## config.mk

```make
export PLATFORM = sky130hd
export DESIGN_NAME = etg_top
export DESIGN_NICKNAME = d
export VERILOG_FILES = /design/src/hdl/etg_pkg.sv /design/src/hdl/etg_fifo.sv /design/src/hdl/etg_top.sv
export VERILOG_INCLUDE_DIRS = /design/src /design/src/hdl
export SDC_FILE = /design/constraint.sdc
export NUM_CORES = 1
export LEC_CHECK = 0
export BUFFER_PORTS_ARGS = -buffer_cell sky130_fd_sc_hd__buf_2
export CAP_MARGIN = 0
export CORE_MARGIN = 10
export CORE_UTILIZATION = 44
export CTS_CLUSTER_SIZE = 28
export DETAILED_ROUTE_END_ITERATION = 8
export SYNTH_ARGS = -nofsm -noshare
export SYNTH_HDL_FRONTEND = slang
export SYNTH_SLANG_ARGS = --single-unit
```

## constraint.sdc

```tcl
create_clock -name clk_i -period 9.3 [get_ports clk_i]
set_input_delay 1.86 -clock clk_i [delete_from_list [all_inputs] [get_ports clk_i]]
set_output_delay 1.86 -clock clk_i [all_outputs]
set_load 0.02 [all_outputs]
```

## src/hdl/etg_regs.svh

```systemverilog
`ifndef ETG_REGS_SVH
`define ETG_REGS_SVH
`define ETG_OFS_COUNT     8'h00
`define ETG_OFS_SHAPE     8'h04
`define ETG_OFS_SEED_LO   8'h08
`define ETG_OFS_SEED_HI   8'h0c
`define ETG_OFS_SRC_LO    8'h10
`define ETG_OFS_SRC_HI    8'h14
`define ETG_OFS_DST_LO    8'h18
`define ETG_OFS_DST_HI    8'h1c
`define ETG_OFS_CTRL      8'h20
`define ETG_OFS_SENT      8'h24
`define ETG_BIT_LEN_SEL   0
`define ETG_BIT_PAT_SEL   15
`define ETG_CTRL_START    0
`define ETG_CTRL_STOP     1
`define ETG_CTRL_BUSY     2
`define ETG_RST_WORD      32'h0000_0000
`define ETG_LEN_MIN       14'h0018
`define ETG_LEN_RAND_MAX  14'h05ee
`define ETG_LEN_RAND_SPAN 14'h05d7
`define ETG_HDR_BYTES     14'h000c
`define ETG_FIFO_DEPTH    16
`endif

```

## src/hdl/etg_pkg.sv

```systemverilog
package etg_pkg;
    typedef enum logic [1:0] {
        ETG_IDLE = 2'b00,
        ETG_HDR  = 2'b01,
        ETG_PAY  = 2'b10
    } etg_state_t;
    typedef logic [9:0] etg_word_t; // data 8, sof, eof
endpackage : etg_pkg

```

## src/hdl/etg_fifo.sv

```systemverilog
`timescale 1ns/1ps
module etg_fifo #(
    parameter int WIDTH = 10,
    parameter int DEPTH = 16
) (
    // clock and reset
    input  wire logic             clk_i,
    input  wire logic             rst_i,
    // fill side
    input  wire logic             in_valid_i,
    output logic                  in_ready_o,
    input  wire logic [WIDTH-1:0] in_data_i,
    // drain side
    output logic                  out_valid_o,
    input  wire logic             out_ready_i,
    output logic      [WIDTH-1:0] out_data_o
);
    localparam int AW = $clog2(DEPTH);
    logic [WIDTH-1:0] mem_q [DEPTH];
    logic [AW-1:0]    wp_q, wp_d, rp_q, rp_d;
    logic [AW:0]      cnt_q, cnt_d;
    logic             push, pop;

    assign in_ready_o  = (cnt_q != DEPTH[AW:0]);
    assign out_valid_o = (cnt_q != '0);
    assign out_data_o  = mem_q[rp_q];
    assign push        = in_valid_i && in_ready_o;
    assign pop         = out_valid_o && out_ready_i;

    always_comb begin
        wp_d  = push ? wp_q + 1'b1 : wp_q;
        rp_d  = pop ? rp_q + 1'b1 : rp_q;
        cnt_d = cnt_q + {{AW{1'b0}}, push} - {{AW{1'b0}}, pop};
    end

    always_ff @(posedge clk_i) begin
        if (rst_i) begin
            wp_q  <= '0;
            rp_q  <= '0;
            cnt_q <= '0;
        end else begin
            wp_q  <= wp_d;
            rp_q  <= rp_d;
            cnt_q <= cnt_d;
        end
        if (push) begin
            mem_q[wp_q] <= in_data_i;
        end
    end

    fifo_bound_a: assert property (@(posedge clk_i) disable iff (rst_i)
        cnt_q <= DEPTH[AW:0])
        else $error("fifo count beyond depth");
endmodule : etg_fifo

```

## src/hdl/etg_top.sv

```systemverilog
// Register access over Wishbone was left to the implementer.
`timescale 1ns/1ps
`include "etg_regs.svh"
module etg_top (
    // clock and reset
    input  wire logic        clk_i,
    input  wire logic        rst_i,
    // wishbone slave
    input  wire logic        wb_cyc_i,
    input  wire logic        wb_stb_i,
    input  wire logic        wb_we_i,
    input  wire logic [7:0]  wb_adr_i,
    input  wire logic [3:0]  wb_sel_i,
    input  wire logic [31:0] wb_dat_i,
    output logic      [31:0] wb_dat_o,
    output logic             wb_ack_o,
    // byte stream toward the mac
    output logic             tx_valid_o,
    input  wire logic        tx_ready_i,
    output logic      [7:0]  tx_data_o,
    output logic             tx_sof_o,
    output logic             tx_eof_o,
    output logic             busy_o
);
    logic [31:0] count_q, count_d, shape_q, shape_d, seedl_q, seedl_d;
    logic [15:0] seedh_q, seedh_d, srch_q, srch_d, dsth_q, dsth_d;
    logic [31:0] srcl_q, srcl_d, dstl_q, dstl_d, sent_q, sent_d;
    logic [31:0] rdata_d;
    logic        ack_q, ack_d, busy_q, busy_d;
    logic [47:0] prbs_q, prbs_d;
    logic [15:0] lfsr_q, lfsr_d;
    logic [13:0] len_q, len_d, pos_q, pos_d;
    logic [7:0]  inc_q, inc_d;
    etg_pkg::etg_state_t st_q, st_d;
    logic        wr, start, stop, f_ready, f_push, last;
    logic [7:0]  byte_v;
    etg_pkg::etg_word_t f_word, o_word;

    function automatic logic [31:0] wmask(input logic [31:0] old,
                                          input logic [31:0] nw,
                                          input logic [3:0]  sel);
        logic [31:0] r;
        r = old;
        for (int i = 0; i < 4; i++) begin
            if (sel[i]) begin
                r[i*8 +: 8] = nw[i*8 +: 8];
            end
        end
        return r;
    endfunction : wmask

    function automatic logic [7:0] octet(input logic [31:0] lo,
                                         input logic [15:0] hi,
                                         input logic [2:0]  k);
        logic [47:0] m;
        m = {hi, lo};
        return m[k*8 +: 8];
    endfunction : octet

    // bus slave: ack one cycle after the strobe; write lands on the ack edge
    assign wr    = wb_cyc_i && wb_stb_i && wb_we_i && ack_q;
    assign start = wr && wb_adr_i == `ETG_OFS_CTRL && wb_sel_i[0]
                   && wb_dat_i[`ETG_CTRL_START];
    assign stop  = wr && wb_adr_i == `ETG_OFS_CTRL && wb_sel_i[0]
                   && wb_dat_i[`ETG_CTRL_STOP];

    always_comb begin
        count_d = count_q;
        shape_d = shape_q;
        seedl_d = seedl_q;
        seedh_d = seedh_q;
        srcl_d  = srcl_q;
        srch_d  = srch_q;
        dstl_d  = dstl_q;
        dsth_d  = dsth_q;
        ack_d   = wb_cyc_i && wb_stb_i && !ack_q;
        rdata_d = `ETG_RST_WORD;
        if (wr) begin
            unique case (wb_adr_i)
                `ETG_OFS_COUNT:   count_d = wmask(count_q, wb_dat_i,
                                                  wb_sel_i);
                `ETG_OFS_SHAPE:   shape_d = 32'(16'(wmask(shape_q,
                                             wb_dat_i, wb_sel_i)));
                `ETG_OFS_SEED_LO: seedl_d = wmask(seedl_q, wb_dat_i,
                                                  wb_sel_i);
                `ETG_OFS_SEED_HI: seedh_d = 16'(wmask({16'h0000, seedh_q},
                                    wb_dat_i, wb_sel_i));
                `ETG_OFS_SRC_LO:  srcl_d = wmask(srcl_q, wb_dat_i,
                                                 wb_sel_i);
                `ETG_OFS_SRC_HI:  srch_d = 16'(wmask({16'h0000, srch_q},
                                   wb_dat_i, wb_sel_i));
                `ETG_OFS_DST_LO:  dstl_d = wmask(dstl_q, wb_dat_i,
                                                 wb_sel_i);
                `ETG_OFS_DST_HI:  dsth_d = 16'(wmask({16'h0000, dsth_q},
                                   wb_dat_i, wb_sel_i));
                default: ;
            endcase
        end
        unique case (wb_adr_i)
            `ETG_OFS_COUNT:   rdata_d = count_q;
            `ETG_OFS_SHAPE:   rdata_d = shape_q;
            `ETG_OFS_SEED_LO: rdata_d = seedl_q;
            `ETG_OFS_SEED_HI: rdata_d = {16'h0000, seedh_q};
            `ETG_OFS_SRC_LO:  rdata_d = srcl_q;
            `ETG_OFS_SRC_HI:  rdata_d = {16'h0000, srch_q};
            `ETG_OFS_DST_LO:  rdata_d = dstl_q;
            `ETG_OFS_DST_HI:  rdata_d = {16'h0000, dsth_q};
            `ETG_OFS_CTRL:    rdata_d = {29'h0, busy_q, 2'b00};
            `ETG_OFS_SENT:    rdata_d = sent_q;
            default:          rdata_d = `ETG_RST_WORD;
        endcase
    end

    // frame engine
    assign f_push = st_q != etg_pkg::ETG_IDLE;
    assign last   = pos_q == len_q - 14'h0001;

    always_comb begin
        byte_v = inc_q;
        if (st_q == etg_pkg::ETG_HDR) begin
            if (pos_q < 14'h0006) begin
                byte_v = octet(dstl_q, dsth_q, pos_q[2:0]);
            end else begin
                byte_v = octet(srcl_q, srch_q,
                               3'(pos_q - 14'h0006));
            end
        end else if (shape_q[`ETG_BIT_PAT_SEL]) begin
            byte_v = prbs_q[7:0];
        end
    end

    assign f_word = {byte_v, pos_q == 14'h0000, last};

    always_comb begin
        st_d   = st_q;
        busy_d = busy_q;
        sent_d = sent_q;
        pos_d  = pos_q;
        len_d  = len_q;
        inc_d  = inc_q;
        prbs_d = prbs_q;
        lfsr_d = {lfsr_q[14:0], lfsr_q[15] ^ lfsr_q[13] ^ lfsr_q[12]
                  ^ lfsr_q[10]};
        if (start && !busy_q) begin
            busy_d = 1'b1;
            sent_d = '0;
            prbs_d = {seedh_q, seedl_q};
        end
        unique case (st_q)
            etg_pkg::ETG_IDLE: begin
                if (busy_q && sent_q != count_q && !stop) begin
                    st_d  = etg_pkg::ETG_HDR;
                    pos_d = '0;
                    inc_d = '0;
                    if (shape_q[`ETG_BIT_LEN_SEL]) begin
                        len_d = `ETG_LEN_MIN
                            + 14'(lfsr_q % 16'(`ETG_LEN_RAND_SPAN));
                    end else begin
                        len_d = shape_q[14:1];
                    end
                end else if (busy_q && !start) begin
                    busy_d = 1'b0;
                end
            end
            etg_pkg::ETG_HDR, etg_pkg::ETG_PAY: begin
                if (f_ready) begin
                    pos_d = pos_q + 14'h0001;
                    if (st_q == etg_pkg::ETG_PAY) begin
                        inc_d  = inc_q + 8'h01;
                        prbs_d = {prbs_q[46:0], prbs_q[47] ^ prbs_q[46]
                                  ^ prbs_q[20] ^ prbs_q[19]};
                    end
                    if (last) begin
                        st_d   = etg_pkg::ETG_IDLE;
                        sent_d = sent_q + 32'h1;
                    end else if (pos_q == `ETG_HDR_BYTES - 14'h0001) begin
                        st_d = etg_pkg::ETG_PAY;
                    end
                end
            end
            default: st_d = etg_pkg::ETG_IDLE;
        endcase
        if (stop) begin
            busy_d = 1'b0;
        end
    end

    always_ff @(posedge clk_i) begin
        if (rst_i) begin
            count_q <= `ETG_RST_WORD;
            shape_q <= `ETG_RST_WORD;
            seedl_q <= `ETG_RST_WORD;
            seedh_q <= '0;
            srcl_q  <= `ETG_RST_WORD;
            srch_q  <= '0;
            dstl_q  <= `ETG_RST_WORD;
            dsth_q  <= '0;
            ack_q   <= 1'b0;
            wb_dat_o <= `ETG_RST_WORD;
            st_q    <= etg_pkg::ETG_IDLE;
            busy_q  <= 1'b0;
            sent_q  <= '0;
            pos_q   <= '0;
            len_q   <= `ETG_LEN_MIN;
            inc_q   <= '0;
            prbs_q  <= '0;
            lfsr_q  <= 16'h0001;
        end else begin
            count_q <= count_d;
            shape_q <= shape_d;
            seedl_q <= seedl_d;
            seedh_q <= seedh_d;
            srcl_q  <= srcl_d;
            srch_q  <= srch_d;
            dstl_q  <= dstl_d;
            dsth_q  <= dsth_d;
            ack_q   <= ack_d;
            wb_dat_o <= rdata_d;
            st_q    <= st_d;
            busy_q  <= busy_d;
            sent_q  <= sent_d;
            pos_q   <= pos_d;
            len_q   <= len_d;
            inc_q   <= inc_d;
            prbs_q  <= prbs_d;
            lfsr_q  <= lfsr_d;
        end
    end

    assign wb_ack_o  = ack_q;
    assign busy_o    = busy_q;
    assign tx_data_o = o_word[9:2];
    assign tx_sof_o  = o_word[1];
    assign tx_eof_o  = o_word[0];

    etg_fifo #(
        .WIDTH (10),
        .DEPTH (`ETG_FIFO_DEPTH)
    ) u_fifo (
        .clk_i       (clk_i),
        .rst_i       (rst_i),
        .in_valid_i  (f_push),
        .in_ready_o  (f_ready),
        .in_data_i   (f_word),
        .out_valid_o (tx_valid_o),
        .out_ready_i (tx_ready_i),
        .out_data_o  (o_word)
    );

    count_stop_a: assert property (@(posedge clk_i) disable iff (rst_i)
        st_q == etg_pkg::ETG_IDLE && busy_q && sent_q == count_q
        |=> st_q == etg_pkg::ETG_IDLE)
        else $error("frame started beyond count");
    sent_limit_a: assert property (@(posedge clk_i) disable iff (rst_i)
        busy_q |-> sent_q <= count_q)
        else $error("sent exceeds count");
    rand_len_a: assert property (@(posedge clk_i) disable iff (rst_i)
        st_q != etg_pkg::ETG_IDLE && shape_q[`ETG_BIT_LEN_SEL]
        && $past(st_q) == etg_pkg::ETG_IDLE
        |-> len_q >= `ETG_LEN_MIN && len_q <= `ETG_LEN_RAND_MAX)
        else $error("random length out of range");
    fix_len_a: assert property (@(posedge clk_i) disable iff (rst_i)
        $rose(st_q == etg_pkg::ETG_HDR) && !$past(shape_q[0])
        |-> len_q == $past(shape_q[14:1]))
        else $error("fixed length not taken");
    dst_first_a: assert property (@(posedge clk_i) disable iff (rst_i)
        f_push && pos_q == 14'h0000 |-> byte_v == dstl_q[7:0])
        else $error("frame does not open with destination");
    src_next_a: assert property (@(posedge clk_i) disable iff (rst_i)
        f_push && pos_q == 14'h0006 |-> byte_v == srcl_q[7:0])
        else $error("source octet misplaced");
    inc_pay_a: assert property (@(posedge clk_i) disable iff (rst_i)
        st_q == etg_pkg::ETG_PAY && pos_q == `ETG_HDR_BYTES
        && !shape_q[15] |-> byte_v == 8'h00)
        else $error("count pattern does not start at zero");
    ack_pulse_a: assert property (@(posedge clk_i) disable iff (rst_i)
        wb_ack_o |=> !wb_ack_o)
        else $error("ack held longer than one cycle");
    seed_load_a: assert property (@(posedge clk_i) disable iff (rst_i)
        start && !busy_q
        |=> prbs_q == {$past(seedh_q), $past(seedl_q)})
        else $error("seed not loaded");
    stop_clear_a: assert property (@(posedge clk_i) disable iff (rst_i)
        stop |=> !busy_q)
        else $error("stop did not end the run");
    sent_step_a: assert property (@(posedge clk_i) disable iff (rst_i)
        busy_q && $past(busy_q) && $changed(sent_q)
        |-> sent_q == $past(sent_q) + 32'h1)
        else $error("sent count skipped a frame");
    idle_hold_a: assert property (@(posedge clk_i) disable iff (rst_i)
        !busy_q && st_q == etg_pkg::ETG_IDLE
        |=> st_q == etg_pkg::ETG_IDLE)
        else $error("frame started while not busy");
    dst_last_a: assert property (@(posedge clk_i) disable iff (rst_i)
        f_push && pos_q == 14'h0005 |-> byte_v == dsth_q[15:8])
        else $error("last destination octet misplaced");
    src_last_a: assert property (@(posedge clk_i) disable iff (rst_i)
        f_push && pos_q == 14'h000b |-> byte_v == srch_q[15:8])
        else $error("last source octet misplaced");
    pay_order_a: assert property (@(posedge clk_i) disable iff (rst_i)
        st_q == etg_pkg::ETG_PAY |-> pos_q >= `ETG_HDR_BYTES)
        else $error("payload before the header ended");
    frame_c: cover property (@(posedge clk_i) tx_valid_o && tx_eof_o
        && tx_ready_i);
    rand_c: cover property (@(posedge clk_i) f_push && shape_q[0]);
    stall_c: cover property (@(posedge clk_i) f_push && !f_ready);
    stop_c: cover property (@(posedge clk_i) stop && busy_q);
    hold_c: cover property (@(posedge clk_i) tx_valid_o
        && !tx_ready_i);
endmodule : etg_top

```

==> out/metrics.yaml, run 1 <==
rows: 90
hold_path_class: "reg -> reg"
holdPathStages: 1
seq_area_frac_synth_pct: 46.11
htreeDepth: 2
synth_edf_count: 160
ant_nets: 0
grt_pass1_wl_um: 124500
core_area_sq_um: 60360
hold_viol_final: 0
clock_skew_ps: 20.36
drc: 1
dieWidth_um: 266.7
worst_slew_pin_slew_ps: 1387
crit_type: "reg -> reg"
syn_inst: 2732
cellPowerDensity_nw_per_um2: 179.8
critPathCaptureType: "flip-flop"
setup_slack_ps: 842.3
vdd_drop_max_uv: 156.6
max_freq_mhz: 118.2
yosysTopAreaCell: "dfxtp_1"
place_ws_ps: 978.5
setup_viol: 0
fin_nets: 2824
vias_per_cell: 6.080
cts_root_buf: "clkbuf_16"
vias: 21778
synth_seq_cells: 537
p_switching_mw: 1.266
p_seq_share_pct: 45.6
first_iter_violations: 2426
portBuffers: 94
grt_overflow: 0
drive_above_1_share_pct: 14.12
rsz0062_at_grt: "no"
synth.distinct_cells: 114
internal-power_mw: 4.120
status: "finished, violations left"
grt_usage_pct: 22.51
cp.arrival_ps: 8970
cts_tree: "yes"
crit_end: "len_q[7]"
r2r_cells: 31
cts_setup_buffers: 0
avgRoutedWirePerCell_um: 23.16
maxSlewViolCount: 0
drv_cap: 0
synth_flop_cell: "dfxtp_1"
cts_buffer_depth: 3
failed_checks: "design-rule violations"
p_sw_share_pct: 23.50
gp_congestion: 0.9375
r2r_start: "lfsr_q[4]"
dr.pass1.iters: 9
p_clk_share_pct: 46.3
clk_latency_ps: 630
async_flop_share_pct: 0
layout_min_cycle_time_ps: 8458
hold_buffers: 0
slowest_delay_ps: 670
die_area_sq_um: 71150
dp_hpwl_um: 58420
ys_warn_count: 0
setup_tns_ps: 0
crit_required_ps: 9810
relSlewSlack_pct: 6.820
synth_top_area_share_pct: 28.18
avgSynthCellArea_sq_um: 9.805
ios: 95
clk_pin_slew_worst_paths_ps: 60
synth.area.top_cells: "dfxtp_1 (28%), edfxtp_1 (18%), mux4_2 (6.7%), mux2i_1 (6.4%), nand2_1 (4.7%)"
synth_area_sq_um: 26790
die_h_um: 266.7
start_util_pct: 44.38
mappedNetlistNets: 2807
cp-startpoint: "lfsr_q[4]"
area_delta_synth_final_pct: 11.80
reg2reg_setup_slack_ps: 840
fin_crit_sh_pct: 90.94
grt_antenna_before_repair: 4
post_cts_resized: 0
worstPathMaxFanout: 20
synth_top_cells_by_count: "dfxtp_1 (377), nand2_1 (336), nor2_1 (309)"
worst_path_max_delay_cell: "or4_4"
cts.sinks: 537
r2r_end: "len_q[7]"
routed_wl_um: 82970
power_frac_comb_pct: 8.1
yosysMostFrequentCell: "dfxtp_1"
cts_buffers: 57
cellLeakagePower_nw: 9.824
cp-start-kind: "flip-flop"
power_mw: 5.386
grt_start_max_net_pins: 92
grt_pass1_vias: 20395
## metrics by stage
step                      hold WS, ps  area [sq um]  cells  util [%]
after floorplan                 440.8         26790   2732         -
after global placement          425.4         27880   3472     46.19
after detailed placement        436.5         27880   3472     46.19
after CTS                       443.6         29940   3580     49.61
after global routing            459.8         29950   3582     49.62
final                           439.5         29950   3582     49.62
## cell families (layout without fill, tap and decap cells)
logic type	count (synthesis)	count (layout)	synth area share, %
adder cells (fa/ha/maj)	27	27	1.271
AND/OR/NAND/NOR	928	928	16.05
buffers and inverters	226	292	3.340
other	0	2	0
XOR/XNOR	108	108	3.531
AO/OA/AOI/OAI	651	651	16.41
flip-flops	537	537	46.11
multiplexers	255	255	13.29
## final cells by class
cell class | instances | area [sq um]
clock inverter | 29 | 431.7
timing repair buffer | 132 | 765.7
antenna | 2 | 5.005
tap | 782 | 978.4
fill | 5563 | 30410
multi-input combinational | 1969 | 13580
inverter | 52 | 195.2
clock buffer | 79 | 1632
sequential | 537 | 12360
## flip-flops by register name, summed over array words and instances, names as in the netlist, 4 cells and up, named ones only
name          count
inc_q             8
prbs_q           48
u_fifo.rp_q       4
srch_q           16
len_q            14
shape_q          16
u_fifo.wp_q       4
seedl_q          32
dstl_q           32
u_fifo.mem_q    160
u_fifo.cnt_q      5
pos_q            14
wb_dat_o         32
dsth_q           16
sent_q           32
srcl_q           32
count_q          32
lfsr_q           16
seedh_q          16
## cell usage in the layout (no fill, tap or decap), types with 24 or more instances in the layout
cell type	Yosys	final
dfxtp_1	377	374
nand2_1	336	335
nor2_1	309	307
a21oi_1	237	237
mux2i_1	170	170
edfxtp_1	160	160
buf_2	4	93
o21ai_0	87	83
mux4_2	80	80
xnor2_1	70	70
clkbuf_16	0	59
a211oi_1	58	58
a22oi_1	55	55
inv_1	49	49
nand3_1	39	39
xor2_1	38	38
buf_4	1	38
and3_1	36	36
nand3b_1	32	32
nor3_1	34	30
nand4_1	26	26
ha_1	24	24
## how the worst min path moves through the flow
stage | from | to
2_1_floorplan | dsth_q[2] | dsth_q[2]
3_3_place_gp | wb_ack_o | wb_ack_o
3_5_place_dp | wb_ack_o | wb_ack_o
4_1_cts | wb_ack_o | wb_ack_o
5_1_grt | wb_ack_o | wb_ack_o
6_report | wb_ack_o | wb_ack_o
## worst max-delay path, delay by kind of cell, from the launching register on
| family | cells | cell delay, ps |
|---|---|---|
| xor+xnor | 3 | 500 |
| fa+ha+maj | 3 | 710 |
| compound gates | 15 | 3880 |
| simple gates | 8 | 2330 |
| flops | 1 | 530 |
| mux | 1 | 330 |
| buf+inv | 1 | 60 |
## power by group through the flow
| stage | Combinational [mW] | Clock (mW) | Sequential [mW] |
|---|---|---|---|
| after CTS | 0.446 | 2.53 | 2.46 |
| after floorplan | 0.337 | 0 | 2.48 |
| final | 0.437 | 2.49 | 2.46 |
| after global placement | 0.437 | 0 | 2.51 |
| after detailed placement | 0.444 | 0 | 2.51 |
| after global routing | 0.476 | 2.62 | 2.46 |
## per-layer routing
metal  vias up  global-route usage (%)  share of wire [%]
met5         -                       0              0.013
met4         2                   6.894                3.0
met3       192                   4.887                8.6
met2       902                   33.84                 44
met1     10623                   31.83                 44
li1      10059                       -                  -
Note: power is estimated with default switching activity, not from simulation.
==> run 2: changes to the inputs <==
--- a/config.mk
+++ b/config.mk
@@ -8,10 +8,14 @@
 export LEC_CHECK = 0
 export BUFFER_PORTS_ARGS = -buffer_cell sky130_fd_sc_hd__buf_2
 export CAP_MARGIN = 0
+export CELL_PAD_IN_SITES_DETAIL_PLACEMENT = 1
+export CELL_PAD_IN_SITES_GLOBAL_PLACEMENT = 1
 export CORE_MARGIN = 10
 export CORE_UTILIZATION = 44
 export CTS_CLUSTER_SIZE = 28
 export DETAILED_ROUTE_END_ITERATION = 8
+export PLACE_DENSITY_LB_ADDON = 0.1
+export SETUP_SLACK_MARGIN = 0.2
 export SYNTH_ARGS = -nofsm -noshare
 export SYNTH_HDL_FRONTEND = slang
 export SYNTH_SLANG_ARGS = --single-unit
==> out/metrics.yaml, run 2 (same netlist as run 1, synthesis figures left out) <==
ant_nets: 0
die_h_um: 266.7
critPathCaptureType: "flip-flop"
grt_pass1_wl_um: 137200
worstHoldEndpoint: "wb_ack_o"
setup_viol: 0
fin_nets: 2821
r2r_end: "len_q[7]"
cp-start-kind: "flip-flop"
hold_viol_final: 0
mostFrequentLayoutCells: "dfxtp_1 (374), nand2_1 (335), nor2_1 (307)"
hold_path_class: "reg -> reg"
slowest_delay_ps: 670
grt_pass1_vias: 22180
die_area_sq_um: 71150
multi_input_area_sq_um: 13590
worstPathMaxFanout: 20
dp_hpwl_um: 64900
rsz0062_at_grt: "no"
r2r_start: "lfsr_q[4]"
avgRoutedWirePerCell_um: 25.34
holdPathStages: 1
clk_pin_slew_worst_paths_ps: 60
clock_skew_ps: 19.79
power_mw: 5.384
cts_buffer_depth: 3
rows: 90
drc: 0
whs_ps: 447.4
seq_area_sq_um: 12360
grt_antenna_before_repair: 1
fin_crit_sh_pct: 89.26
cp-startpoint: "lfsr_q[4]"
min_from: "wb_ack_o"
fill_cells: 6691
max_freq_mhz: 120.5
layout_min_cycle_time_ps: 8301
clk_latency_ps: 620
place_ws_ps: 837.2
start_util_pct: 44.38
cts_root_buf: "clkbuf_16"
path_buf_inv: 1
cellLeakagePower_nw: 9.792
gp_congestion: 0.8804
relSlewSlack_pct: 2.701
first_iter_violations: 2109
crit_type: "reg -> reg"
worst_slew_pin_slew_ps: 1448
maxSlewViolCount: 0
crit_required_ps: 9810
setup_tns_ps: 0
dieWidth_um: 266.7
grt_usage_pct: 24.95
routed_wl_um: 90590
reg2reg_setup_slack_ps: 1000
cellPowerDensity_nw_per_um2: 180.0
vias: 21776
cp_top_family: "compound AO/OA/AOI/OAI gates"
core_area_sq_um: 60360
setup_slack_ps: 998.8
grt_overflow: 0
final_common_cell: "dfxtp_1"
drive_above_1_share_pct: 13.93
portBuffers: 94
cts_buffers: 56
top_register: "u_fifo.mem_q"
largestRegisters: "u_fifo.mem_q x160, prbs_q x48"
vias_per_cell: 6.091
cp.arrival_ps: 8810
worst_path_max_delay_cell: "or4_4"
htreeDepth: 2
cts_tree: "yes"
area_delta_synth_final_pct: 11.67
drv_cap: 0
cts.sinks: 537
r2r_cells: 31
ios: 95
status: "finished, final reports clean"
vdd_drop_max_uv: 125.4
grt_start_max_net_pins: 101
dr.pass1.iters: 5
largest_reg_flops: 160
## run 2: changes by cell type in the layout (fill, tap and decap cells not counted), sizes merged
cell / before / now
clkinvlp: 1 / 2
bufinv: 10 / 12
clkinv: 17 / 16
clkbuf: 79 / 74
diode: 2 / 1
buf: 132 / 130
inv: 53 / 52
## run 2: layout make-up
class | count | area share, %
Multi-Input combinational cell | 1969 | 45.44
Clock inverter | 30 | 1.564
Sequential cell | 537 | 41.30
Antenna cell | 1 | 0.008365
Clock buffer | 74 | 5.249
Timing Repair Buffer | 130 | 2.510
Tap cell | 782 | 3.271
Inverter | 52 | 0.6525
## run 2: power breakdown
group / internal [mW] / switching (mW) / total, mW
Combinational: 0.191 / 0.248 / 0.439
Sequential: 2.42 / 0.0362 / 2.46
Clock: 1.52 / 0.971 / 2.49
## run 2: metrics by stage
stage / cell area [sq um] / utilization (%) / cells
finish: 29910 / 49.56 / 3575
detailed placement: 27850 / 46.14 / 3468
floorplan: 26790 / - / 2732
global placement: 27850 / 46.14 / 3468
global route: 29910 / 49.56 / 3575
CTS: 29880 / 49.51 / 3572
## run 2: worst max-delay path by stage
stage               endpoint  cells past startpoint
floorplan           len_q[7]                     34
global placement    len_q[7]                     31
detailed placement  len_q[7]                     31
CTS                 len_q[7]                     31
global route        len_q[7]                     32
finish              len_q[7]                     31
## run 2: per-layer routing
layer	GRT usage, %	wire [um]	part of all wire, %
met5	0	0	0
met4	6.464	2113	2.3
met3	4.335	5692	6.3
met2	38.59	40950	45
met1	35.48	41840	46
## run 2: timing repair
item,CTS,global route
hold buffers,0,0
endpoints found under the hold margin,0,0
setup buffers,0,2
endpoints found under the setup margin,0,1
resized for setup,0,1
==> run 3: changes to the inputs <==
--- a/config.mk
+++ b/config.mk
@@ -12,8 +12,10 @@
 export CELL_PAD_IN_SITES_GLOBAL_PLACEMENT = 1
 export CORE_MARGIN = 10
 export CORE_UTILIZATION = 44
+export CTS_BUF_LIST = sky130_fd_sc_hd__clkbuf_4 sky130_fd_sc_hd__clkbuf_8
 export CTS_CLUSTER_SIZE = 28
 export DETAILED_ROUTE_END_ITERATION = 8
+export MAX_ROUTING_LAYER = met4
 export PLACE_DENSITY_LB_ADDON = 0.1
 export SETUP_SLACK_MARGIN = 0.2
 export SYNTH_ARGS = -nofsm -noshare
==> out/metrics.yaml, run 3 (same netlist as run 1, synthesis figures left out) <==
status: "finished, violations left"
failed_checks: "max-capacitance violations"
dr.pass1.iters: 7
max_freq_mhz: 119.3
cts_root_buf: "clkbuf_8"
crit_type: "reg -> reg"
portBuffers: 94
final_common_cell: "dfxtp_1"
core_area_sq_um: 60360
first_iter_violations: 2185
vias_per_cell: 6.086
dieWidth_um: 266.7
cts_buffers: 93
setup_tns_ps: 0
cts_setup_buffers: 0
largest_reg_flops: 160
grt_pass1_vias: 22140
dpl.cell_count: 3471
cp.arrival_ps: 8940
reg2reg_setup_slack_ps: 920
fin_crit_sh_pct: 90.13
grt_antenna_before_repair: 2
cp_top_family: "compound AO/OA/AOI/OAI gates"
layout_min_cycle_time_ps: 8382
vias: 22176
die_area_sq_um: 71150
power_mw: 5.193
r2r_start: "lfsr_q[3]"
crit_cells: 31
critPathCaptureType: "flip-flop"
post_cts_resized: 0
worstPathMaxFanout: 13
grt_start_max_net_pins: 95
drc: 0
setup_viol: 0
hold_path_class: "reg -> reg"
crit_required_ps: 9850
largestRegisters: "u_fifo.mem_q x160, prbs_q x48"
worst_path_max_delay_cell: "or4_4"
grt_overflow: 0
cts.sinks: 537
clk_pin_slew_worst_paths_ps: 60
routed_wl_um: 90980
gp_congestion: 0.9003
cellPowerDensity_nw_per_um2: 173.9
worst_slew_pin_slew_ps: 1481
rows: 90
relSlewSlack_pct: 0.5365
ios: 95
clk_latency_ps: 730
hold_viol_final: 0
slowest_delay_ps: 620
r2r_cells: 31
fill_cells: 6783
setup_slack_ps: 917.9
clock_skew_ps: 64.22
mostFrequentLayoutCells: "dfxtp_1 (374), nand2_1 (335), nor2_1 (307)"
holdPathStages: 1
cellLeakagePower_nw: 9.840
placed_area_sq_um: 27870
maxSlewViolCount: 0
cp-startpoint: "lfsr_q[3]"
drive_above_1_share_pct: 15.90
hold_buffers: 0
ant_nets: 0
dp_hpwl_um: 65340
grt_pass1_wl_um: 138000
cts_tree: "yes"
avgRoutedWirePerCell_um: 24.97
area_delta_synth_final_pct: 11.47
fin_cells: 3644
htreeDepth: 3
path_buf_inv: 1
vdd_drop_max_uv: 109.2
fin_nets: 2859
min_from: "wb_ack_o"
rsz0062_at_grt: "no"
worstHoldEndpoint: "wb_ack_o"
r2r_end: "len_q[7]"
cp-start-kind: "flip-flop"
drv_cap: 1
place_ws_ps: 812.2
start_util_pct: 44.38
top_register: "u_fifo.mem_q"
die_h_um: 266.7
grt_usage_pct: 25.89
postLayoutCellArea_sq_um: 29860
cts_buffer_depth: 3
==> run 3: worst register-to-register path: cells and delay by family, from the launching register on <==
family | cells | cell delay [ps]
buffers and inverters | 1 | 70
AO/OA/AOI/OAI | 15 | 3820
AND/OR/NAND/NOR | 8 | 2370
flip-flops | 1 | 460
multiplexers | 1 | 320
XOR/XNOR | 3 | 490
adder cells (fa/ha/maj) | 3 | 730
==> run 3: how the worst max path moves through the flow <==
| stage | endpoint |
|---|---|
| final | len_q[7] |
| after global routing | len_q[7] |
| after floorplan | len_q[7] |
| after global placement | len_q[7] |
| after CTS | len_q[7] |
| after detailed placement | len_q[7] |
==> run 3: metrics by stage <==
step,utilization (%),hold WS [ps]
after floorplan,-,440.8
after global placement,46.18,427.6
after detailed placement,46.18,436.1
after CTS,49.45,444.0
after global routing,49.47,466.9
final,49.47,444.3
==> run 3: metal layers <==
layer | vias up | track usage, % | part of all wire (%)
li1 | 10133 | - | -
met5 | - | - | 0
met2 | 682 | 38.70 | 45
met1 | 11231 | 36.45 | 47
met4 | 0 | 6.019 | 1.9
met3 | 130 | 3.967 | 6.4
==> run 3: final cells by class <==
cell class | count | area, sq um | share of cell area (%)
clock inverters | 35 | 291.5 | 0.9763
diodes | 1 | 2.502 | 0.008380
clock buffers | 137 | 1685 | 5.644
multi-input cells | 1969 | 13590 | 45.52
flip-flops and latches | 537 | 12360 | 41.38
inverters | 52 | 195.2 | 0.6537
well taps | 782 | 978.4 | 3.277
repair buffers | 131 | 758.2 | 2.539
==> run 3: report_power, final <==
group          total, mW  leakage, nW  switching (mW)  internal [mW]
registers           2.46         4.40          0.0363           2.42
clock network       2.29         1.05            1.03           1.26
logic              0.442         4.40           0.250          0.192
total               5.19         9.84            1.32           3.87
